===== src/sse_cfg.svh =====
// register offsets, field positions and reset values of the spi slave engine
`ifndef SSE_CFG_SVH
`define SSE_CFG_SVH

// register byte offsets on the apb
`define SSE_OFF_CTRL      8'h00
`define SSE_OFF_TXHOLD    8'h04
`define SSE_OFF_RXHOLD    8'h08
`define SSE_OFF_OPTION    8'h0C

// control/status field positions
`define SSE_B_ENABLE      0
`define SSE_B_POLARITY    1
`define SSE_B_PHASE       2
`define SSE_B_RX_FULL     3
`define SSE_B_TX_EMPTY    4
`define SSE_B_DONE        5
`define SSE_B_OVERRUN     6
`define SSE_B_LSB_FIRST   7

// option register field positions
`define SSE_B_INVERT      0
`define SSE_B_SYNC_LO     1
`define SSE_B_FW_SRC      3
`define SSE_B_FW_LEVEL    4
`define SSE_B_IRQ_EN      5

// reset values: holding register empty, firmware select released
`define SSE_CTRL_RST      8'h10
`define SSE_OPTION_RST    8'h10
`define SSE_BYTE_RST      8'h00

// synchroniser depth and the stage tapped for each setting
`define SSE_SYNC_DEPTH    4
`define SSE_TAP_NONE      1
`define SSE_TAP_X2        2
`define SSE_TAP_SYS       3

`endif


===== src/sse_pkg.sv =====
// types shared by the spi slave engine files
package sse_pkg;

	// serial inputs that travel together
	typedef struct packed {
		logic sclk;
		logic mosi;
		logic ss_n;
	} sse_link_t;

	// control/status byte, bit 7 down to bit 0
	typedef struct packed {
		logic lsb_first;
		logic overrun;
		logic done;
		logic tx_empty;
		logic rx_full;
		logic phase;
		logic polarity;
		logic enable;
	} sse_ctrl_t;

	// input synchronisation choice
	typedef enum logic [1:0] {
		SSE_SYNC_SYS,
		SSE_SYNC_X2,
		SSE_SYNC_NONE
	} sse_sync_t;

	// option byte, bit 7 down to bit 0
	typedef struct packed {
		logic [1:0] reserved;
		logic       irq_en;
		logic       fw_level;
		logic       fw_src;
		logic [1:0] sync_sel;
		logic       invert;
	} sse_opt_t;

	// engine states
	typedef enum logic {
		SSE_IDLE,
		SSE_ACTIVE
	} sse_eng_t;

endpackage : sse_pkg


===== src/sse_sync.sv =====
// multi-stage input synchroniser with selectable taps
`timescale 1ns/1ps

module sse_sync #(
	parameter int WIDTH = 3,
	parameter int DEPTH = 4
) (
	// clock and reset
	input  wire logic                        i_mclk,
	input  wire logic                        i_sys_rst,
	// asynchronous inputs
	input  wire logic [WIDTH-1:0]            i_async,
	// every stage after the first, stage 1 upward
	output logic      [DEPTH-1:1][WIDTH-1:0] o_taps
);

	typedef struct packed {
		logic [DEPTH-1:0][WIDTH-1:0] stage;
	} sse_sync_state_t;

	sse_sync_state_t st_ff;
	sse_sync_state_t nxt_st;

	// a single stage would hand a metastable value to logic
	if (DEPTH < 2)
	begin : g_chk
		$error("sse_sync needs at least two stages");
	end

	// stage 0 is read only by stage 1
	always_comb
	begin
		nxt_st = st_ff;
		nxt_st.stage[0] = i_async;
		for (int i = 1; i < DEPTH; i++)
		begin
			nxt_st.stage[i] = st_ff.stage[i-1];
		end
	end

	// chain registers, cleared by the synchronous reset
	always_ff @(posedge i_mclk)
	begin
		if (i_sys_rst)
			st_ff <= '0;
		else
			st_ff <= nxt_st;
	end

	assign o_taps = st_ff.stage[DEPTH-1:1];

endmodule : sse_sync


===== src/sse_engine.sv =====
// 8-bit spi slave shift engine with apb register access
// Operation
// - optional inversion of master out input
// - three input synchronisation settings
// - only unsynchronised setting works in sleep
// - clock mode lives in bits 2:1
// - bit 7 selects low bit first
// - enable write applies mode and order
// - clearing enable stops the engine
// - interrupt enable gates done request
// - software byte goes to transmit holding
// - done at bit 5, overrun bit 6
// - tx empty bit 4, rx full bit 3
// - status read returns then clears done and overrun
// - receive holding read returns last byte
// - firmware deselect drives select high
// - firmware select drives select low
// - latch and change edges follow mode
// - select fall loads shift register
// - byte end fills rx, reloads, flags
// - unread byte plus new byte sets overrun
`include "sse_cfg.svh"
`timescale 1ns/1ps

module sse_engine #(
	parameter int ADDR_W = 8
) (
	// clock and reset
	input  wire logic              i_mclk,
	input  wire logic              i_sys_rst,
	// apb slave
	input  wire logic              i_psel,
	input  wire logic              i_penable,
	input  wire logic              i_pwrite,
	input  wire logic [ADDR_W-1:0] i_paddr,
	input  wire logic [31:0]       i_pwdata,
	output logic      [31:0]       o_prdata,
	output logic                   o_pready,
	output logic                   o_pslverr,
	// serial link pins from the master
	input  wire logic              i_sclk,
	input  wire logic              i_mosi,
	input  wire logic              i_ss_n,
	output logic                   o_miso,
	// system sleep indication and done request
	input  wire logic              i_sleep,
	output logic                   o_irq
);

	// all engine state in one word, registered by a single process
	typedef struct packed {
		sse_pkg::sse_ctrl_t ctrl;
		sse_pkg::sse_opt_t  opt;
		logic [7:0]         tx_hold;
		logic [7:0]         rx_hold;
		logic [7:0]         shifter;
		logic [2:0]         bit_cnt;
		logic               miso;
		logic               sclk_prev;
		logic               ssn_prev;
		sse_pkg::sse_eng_t  eng;
		logic [7:0]         rdata;
	} sse_state_t;

	// reset: holding register shown empty, select seen released,
	// engine idle with enable clear, so a low select at start is not taken as a fall
	localparam sse_state_t STATE_RST = '{
		ctrl:      sse_pkg::sse_ctrl_t'(`SSE_CTRL_RST),
		opt:       sse_pkg::sse_opt_t'(`SSE_OPTION_RST),
		tx_hold:   `SSE_BYTE_RST,
		rx_hold:   `SSE_BYTE_RST,
		shifter:   `SSE_BYTE_RST,
		bit_cnt:   3'h0,
		miso:      1'b0,
		sclk_prev: 1'b0,
		ssn_prev:  1'b1,
		eng:       sse_pkg::SSE_IDLE,
		rdata:     `SSE_BYTE_RST
	};

	// the offsets must fit the address bus
	if (ADDR_W < 4)
	begin : g_chk
		$error("sse_engine needs ADDR_W of at least 4");
	end

	// more address bits than the bus carries make no sense
	if (ADDR_W > 32)
	begin : g_chk_wide
		$error("sse_engine needs ADDR_W of at most 32");
	end

	// every tap must exist; the shallowest still leaves two flops ahead of logic
	if (`SSE_TAP_NONE < 1 || `SSE_TAP_X2 < `SSE_TAP_NONE || `SSE_TAP_SYS < `SSE_TAP_X2
		|| `SSE_TAP_SYS > `SSE_SYNC_DEPTH - 1)
	begin : g_chk_taps
		$error("sse_engine taps do not fit the synchroniser");
	end

	sse_state_t st_ff;
	sse_state_t nxt_st;

	sse_pkg::sse_link_t                            link_raw;
	logic [`SSE_SYNC_DEPTH-1:1][$bits(sse_pkg::sse_link_t)-1:0] link_taps;

	// pins enter the clock domain through the synchroniser; the chain is as long
	// as the deepest tap, and shallower settings simply read an earlier stage
	// pins enter the clock domain through the synchroniser
	assign link_raw = '{sclk: i_sclk, mosi: i_mosi, ss_n: i_ss_n};

	sse_sync #(
		.WIDTH ($bits(sse_pkg::sse_link_t)),
		.DEPTH (`SSE_SYNC_DEPTH)
	) u_sync (
		.i_mclk    (i_mclk),
		.i_sys_rst (i_sys_rst),
		.i_async   (link_raw),
		.o_taps    (link_taps)
	);

	// combinational decode terms; all of them derive from registered state,
	// the synchronised taps, the sleep input or the apb inputs of this clock
	// combinational decode terms
	sse_pkg::sse_link_t link;
	sse_pkg::sse_sync_t sync_sel;
	logic               ssn_eff;
	logic               mosi_eff;
	logic               sclk_norm;
	logic               live;
	logic               lead_edge;
	logic               trail_edge;
	logic               sample_edge;
	logic               change_edge;
	logic               setup_ph;
	logic               access_ph;
	logic               hit_ctrl;
	logic               hit_tx;
	logic               hit_rx;
	logic               hit_opt;
	logic               addr_hit;
	logic               wr_tx;
	logic [7:0]         load_byte;
	logic [7:0]         shift_in;
	logic               out_bit;
	logic [ADDR_W-1:0]  addr;

	// input selection, edge finding and address decode
	always_comb
	begin
		sync_sel = sse_pkg::sse_sync_t'(st_ff.opt.sync_sel);
		// tap depth per setting; a code of 3 falls back to system clock
		unique case (sync_sel)
			sse_pkg::SSE_SYNC_NONE: link = sse_pkg::sse_link_t'(link_taps[`SSE_TAP_NONE]);
			sse_pkg::SSE_SYNC_X2:   link = sse_pkg::sse_link_t'(link_taps[`SSE_TAP_X2]);
			default:                link = sse_pkg::sse_link_t'(link_taps[`SSE_TAP_SYS]);
		endcase
		// firmware level replaces the select pin
		ssn_eff = st_ff.opt.fw_src ? st_ff.opt.fw_level : link.ss_n;
		mosi_eff = link.mosi ^ st_ff.opt.invert;
		// polarity folded so leading is always a rise
		sclk_norm = link.sclk ^ st_ff.ctrl.polarity;
		lead_edge = sclk_norm & ~st_ff.sclk_prev;
		trail_edge = ~sclk_norm & st_ff.sclk_prev;
		sample_edge = st_ff.ctrl.phase ? trail_edge : lead_edge;
		change_edge = st_ff.ctrl.phase ? lead_edge : trail_edge;
		// synchronised settings stand still in sleep
		live = st_ff.ctrl.enable & ~(i_sleep & (sync_sel != sse_pkg::SSE_SYNC_NONE));
		// apb phases
		setup_ph = i_psel & ~i_penable;
		access_ph = i_psel & i_penable;
		addr = i_paddr;
		hit_ctrl = addr == ADDR_W'(`SSE_OFF_CTRL);
		hit_tx = addr == ADDR_W'(`SSE_OFF_TXHOLD);
		hit_rx = addr == ADDR_W'(`SSE_OFF_RXHOLD);
		hit_opt = addr == ADDR_W'(`SSE_OFF_OPTION);
		addr_hit = hit_ctrl | hit_tx | hit_rx | hit_opt;
		wr_tx = access_ph & i_pwrite & hit_tx;
		// a byte written in the load cycle goes straight to the shifter
		load_byte = wr_tx ? i_pwdata[7:0] : st_ff.tx_hold;
		shift_in = st_ff.ctrl.lsb_first ? {mosi_eff, st_ff.shifter[7:1]}
		                                : {st_ff.shifter[6:0], mosi_eff};
		// bit presented on a change edge, msb or lsb per order
		out_bit = st_ff.ctrl.lsb_first ? st_ff.shifter[0] : st_ff.shifter[7];
	end

	// next state: bus effects first so engine flag sets win
	always_comb
	begin
		nxt_st = st_ff;
		nxt_st.sclk_prev = sclk_norm;
		nxt_st.ssn_prev = ssn_eff;

		// a control read remembers what it returned, so the access edge
		// clears only those flags and never one set in between
		// read data is captured in the setup cycle
		if (setup_ph & ~i_pwrite)
		begin
			if (hit_ctrl)
				nxt_st.rdata = st_ff.ctrl;
			else if (hit_tx)
				nxt_st.rdata = st_ff.tx_hold;
			else if (hit_rx)
				nxt_st.rdata = st_ff.rx_hold;
			else if (hit_opt)
				nxt_st.rdata = st_ff.opt;
			else
				nxt_st.rdata = 8'h00;
		end

		// register writes at the access edge
		if (access_ph & i_pwrite)
		begin
			// mode, order and enable; flags stay read-only
			// mode bits 2:1, order bit 7
			if (hit_ctrl)
			begin
				nxt_st.ctrl.enable = i_pwdata[`SSE_B_ENABLE];
				nxt_st.ctrl.polarity = i_pwdata[`SSE_B_POLARITY];
				nxt_st.ctrl.phase = i_pwdata[`SSE_B_PHASE];
				nxt_st.ctrl.lsb_first = i_pwdata[`SSE_B_LSB_FIRST];
			end
			// byte for the master into holding
			if (hit_tx)
			begin
				nxt_st.tx_hold = i_pwdata[7:0];
				nxt_st.ctrl.tx_empty = 1'b0;
			end
			// option byte, reserved bits read zero
			if (hit_opt)
			begin
				nxt_st.opt = sse_pkg::sse_opt_t'(i_pwdata[7:0]);
				nxt_st.opt.reserved = 2'b00;
			end
		end

		// read side effects at the access edge
		if (access_ph & ~i_pwrite)
		begin
			// clear only flags that were returned
			if (hit_ctrl)
			begin
				nxt_st.ctrl.done = st_ff.ctrl.done & ~st_ff.rdata[`SSE_B_DONE];
				nxt_st.ctrl.overrun = st_ff.ctrl.overrun & ~st_ff.rdata[`SSE_B_OVERRUN];
			end
			// taking the byte empties the buffer
			if (hit_rx)
				nxt_st.ctrl.rx_full = 1'b0;
		end

		// serial engine
		// a disable, a sleep stop or a select rise drops a part byte without
		// flags: the master sees a short byte, software never a torn one
		// latch and change never meet in one edge, one is a rise of the
		// folded clock and the other a fall
		unique case (st_ff.eng)
			sse_pkg::SSE_IDLE:
			begin
				// a low select at enable is ignored until it rises
				// select fall loads shifter, first bit out
				if (live & st_ff.ssn_prev & ~ssn_eff)
				begin
					nxt_st.shifter = load_byte;
					nxt_st.ctrl.tx_empty = 1'b1;
					nxt_st.miso = st_ff.ctrl.lsb_first ? load_byte[0] : load_byte[7];
					nxt_st.bit_cnt = 3'h0;
					nxt_st.eng = sse_pkg::SSE_ACTIVE;
				end
			end
			sse_pkg::SSE_ACTIVE:
			begin
				// disable or deselect abandons the byte
				if (~live | ssn_eff)
				begin
					nxt_st.bit_cnt = 3'h0;
					nxt_st.eng = sse_pkg::SSE_IDLE;
				end
				// latch edge takes one bit in
				else if (sample_edge)
				begin
					nxt_st.shifter = shift_in;
					nxt_st.bit_cnt = st_ff.bit_cnt + 3'h1;
					if (st_ff.bit_cnt == 3'h7)
					begin
						nxt_st.rx_hold = shift_in;
						nxt_st.shifter = load_byte;
						nxt_st.ctrl.tx_empty = 1'b1;
						nxt_st.ctrl.rx_full = 1'b1;
						nxt_st.ctrl.done = 1'b1;
						if (st_ff.ctrl.rx_full)
							nxt_st.ctrl.overrun = 1'b1;
					end
				end
				// change edge presents the next bit
				else if (change_edge)
				begin
					nxt_st.miso = out_bit;
				end
			end
		endcase
	end

	// single state register, synchronous reset; the synchroniser is cleared by the
	// same reset, so its taps read zero until pin levels have passed through
	// single state register, synchronous reset
	always_ff @(posedge i_mclk)
	begin
		if (i_sys_rst)
			st_ff <= STATE_RST;
		else
			st_ff <= nxt_st;
	end

	// pready is tied high: every register answers in its access cycle,
	// so a master never waits on this slave
	// outputs: zero wait states, unmapped access flags an error
	assign o_prdata = {24'h00_0000, st_ff.rdata};
	assign o_pready = 1'b1;
	assign o_pslverr = access_ph & ~addr_hit;
	assign o_miso = st_ff.miso;

	// done request gated by interrupt enable
	assign o_irq = st_ff.ctrl.done & st_ff.opt.irq_en;

endmodule : sse_engine


===== config.mk =====
export PLATFORM = sky130hd
export DESIGN_NAME = sse_engine
export DESIGN_NICKNAME = d
export VERILOG_FILES = /design/src/sse_pkg.sv /design/src/sse_sync.sv /design/src/sse_engine.sv
export VERILOG_INCLUDE_DIRS = /design/src
export SDC_FILE = /design/constraint.sdc
export NUM_CORES = 1
export LEC_CHECK = 0
export BUFFER_PORTS_ARGS = -buffer_cell sky130_fd_sc_hd__buf_4
export CORE_MARGIN = 4
export CORE_UTILIZATION = 50
export DETAILED_ROUTE_END_ITERATION = 16
export PLACE_DENSITY = 0.86
export SKIP_CTS_REPAIR_TIMING = 1
export SYNTH_ARGS = -nofsm -noshare
export SYNTH_HDL_FRONTEND = slang
export SYNTH_SLANG_ARGS = --single-unit

===== constraint.sdc =====
create_clock -name i_mclk -period 3.9 [get_ports i_mclk]
set_clock_uncertainty 0.15 [all_clocks]
set_input_delay 0.39 -clock i_mclk [delete_from_list [all_inputs] [get_ports i_mclk]]
set_output_delay 0.39 -clock i_mclk [all_outputs]
set_load 0.05 [all_outputs]

==> impl_metrics.csv <==
group,metric,value,unit
sta,maxSlewViolCount,0,
global_routing,grt_max_degree,66,
yosys,synth.distinct_cells,48,
global_routing,grt_pass1_vias,2270,
setup_path,crit_path_end_kind,"flip-flop",
placement,place_ws,1060,ps
clocking,tritoncts,"built",
yosys,synth_area_per_cell,9.44,sq um
setup_path,cp_data_required_time,3960,ps
placement,placed_area,0.00332,sq mm
yosys,yosysTopAreaCellShare,40.6,%
route,routedWlPerCell,15.2,microns
sta,rsz0062_at_grt,"false",
pwr,p_clk_share,47.8,%
final_layout,final_core_util,59.0,%
floorplan,num_io_pins,85,
route,routed_wl,6690,microns
run_status,status,"finished, final reports clean",
yosys,synth_edf_count,0,
setup_path,cp_num_buf_inv,1,
pwr,switchingPower,0.000356,W
route,viasPerCell,5.50,
yosys,yosys_warnings,0,
clocking,clockBufferDepth,2,
route,dr.pass1.iters,4,
final_layout,nNetsFinal,414,
pwr,p_leak,1.49,nW
floorplan,die-area,0.00776,sq mm
yosys,yosysSeqAreaShare,40.6,%
placement,place_congestion,0.807,
sta,tightest_slew,1040,ps
route,drtIter0Drc,199,
route,antenna_left,0,
pwr,irDropWorstVdd,208,uV
floorplan,die_w,88.1,microns
yosys,netlist_instances,340,
clocking,cts_buffers,9,
sta,slew_headroom,30.1,%
yosys,post-synth-top-count-cell,"dfxtp_1",
floorplan,die_height,88.1,microns
setup_path,crit_arrival,2720,ps
clocking,clk_latency,350,ps
setup_path,cp_max_fo,10,
clocking,clk_pin_slew,70,ps
yosys,synth-xor-area-share,1.05,%
route,vias,2424,
yosys,yosys-top-cells-area,"dfxtp_1 41%, mux2i_1 10%, buf_4 8.0%",
setup_path,crit_chain,"inv_1, ha_1, a211oi_1, a211o_1, o211ai_1, a31oi_4, mux2i_1, nor2_1",
global_routing,track_usage,18.0,%
sta,fin_setup_tns,0,ps
final_layout,drive_gt1_share,19.9,%
yosys,synth_top_family_by_area,"simple AND/OR/NAND/NOR gates",
yosys,muxShareOfSynthArea,16.3,%
pwr,p_per_area,418,mW/mm^2
yosys,synth-async-reset-ratio,0,%
floorplan,rows,28,
floorplan,start_util,52.9,%
sta,hold_ws,101,ps
setup_path,cp_top_family,"compound AO/OA/AOI/OAI gates",
sta,min_period,2660,ps
pwr,swShare,23.8,%
sta,finalWorstSetupSlack,1240,ps
hold_path,hold_class,"primary input to flip-flop",
yosys,synth_compound_gate_area_share,12.6,%
global_routing,grt_overflow_total,0,
sta,post-route-period-util,68.3,%
clocking,cts-root-buf,"clkbuf_8",
clocking,cts_max_level,3,
final_layout,final_area,0.00358,sq mm
final_layout,area_growth,11.5,%
setup_path,critical_path.slowest_cell,"a31oi_4",
global_routing,antenna_found_initial,0,
placement,portBuffers,35,
yosys,synth-simple-area-share,16.8,%
pwr,p_comb_share,7.3,%
setup_path,critPathMaxStageDelay,470,ps
route,drc,0,
final_layout,n_antenna_cell,0,
floorplan,core_area,0.00606,sq mm
yosys,netlist_area,0.00321,sq mm
global_routing,grt_pass1_wl,10600,microns
yosys,synthAdderAreaFrac,1.56,%
yosys,synthTopCellsByCount,"65 x dfxtp_1, 60 x nor2_1, 34 x buf_4, 32 x mux2i_1, 17 x a21oi_1",
placement,dp_hpwl,4740,microns
setup_path,crit_type,"flip-flop to flip-flop",
sta,setup_viol,0,
clocking,clock_sinks,65,
pwr,p_seq_share,44.9,%
sta,max_freq,375,MHz
setup_path,startpoint_type,"flip-flop",
pwr,intPower,0.00114,W
yosys,synth_flop_cell,"dfxtp_1",
sta,finalHoldViolCount,0,
yosys,ys_ff_latch,65,
run,drv_cap,0,
yosys,synth_top_cell_by_area,"dfxtp_1",
power by group through the flow:
stage	Clock (W)	Combinational (W)	Sequential [W]
2_1_floorplan	0	0.000104	0.000685
3_3_place_gp	0	0.000109	0.000686
3_5_place_dp	0	0.000109	0.000686
4_1_cts	0.000724	0.000109	0.000670
5_1_grt	0.000746	0.000117	0.000671
6_report	0.000715	0.000110	0.000670
cell usage in the layout, fill, tap and decap left out, types with 2 or more instances in the layout:
cell / instances
dfxtp_1: 65
nor2_1: 60
buf_4: 35
mux2i_1: 32
conb_1: 25
a21oi_1: 17
nand2_1: 15
nor2b_1: 14
clkbuf_8: 10
a22oi_1: 9
o21ai_0: 6
mux2_2: 6
mux4_2: 6
inv_1: 5
nand3_1: 5
and2_1: 4
nand2b_1: 4
a211oi_1: 4
ha_1: 4
nand4_1: 3
a31oi_1: 3
nand3b_1: 3
bufinv_16: 3
nor4_1: 2
a22o_1: 2
or3b_2: 2
clkinv_4: 2
layout make-up:
cell class | instances | area, sq um
clock buffer | 10 | 138
clock inverter | 6 | 115
fill | 493 | 2480
inverter | 6 | 22.5
multi-input combinational | 244 | 1640
sequential | 65 | 1300
tap | 75 | 93.8
timing repair buffer | 35 | 263
worst paths after layout:
path,start,endpoint,slack [ps],depth (start not counted)
worst max-delay path,sync_sel[0],st_ff[17],1240,8
worst min-delay path,i_mosi,u_sync.nxt_st[4],100,2
worst max register to register,sync_sel[0],st_ff[17],1240,8
worst min register to register,u_sync.nxt_st[5],u_sync.o_taps[2],290,1
routing by layer:
layer	part of all wire, %	vias to the layer above	GRT usage, %
met5	0	-	0
met4	2.8	0	11.0
met3	10	19	4.61
met2	47	104	28.8
met1	41	1138	21.7
li1	-	1163	-
through the flow:
stage,total power (W),cells
floorplan,0.000789,363
global placement,0.000794,425
detailed placement,0.000795,425
CTS,0.00150,441
global route,0.00153,441
finish,0.00149,441
kinds of logic (layout without fill, tap and decap cells):
kind of cell               count (synthesis)  after routing
and+or+nand+nor                          115            115
DFF                                       65             65
buffers and inverters                     54             57
AOI/OAI and AO/OA                         53             53
muxes                                     44             44
adders and majority gates                  4              4
xor gates and xnor gates                   3              3
other                                      2             25
registers in the layout, indices dropped and copies added (netlist names):
register	cells
st_ff	42
u_sync.o_taps	9
o_prdata	8
u_sync.nxt_st	3
sync_sel	2
o_miso	1
Note: power is estimated with default switching activity, not from simulation.
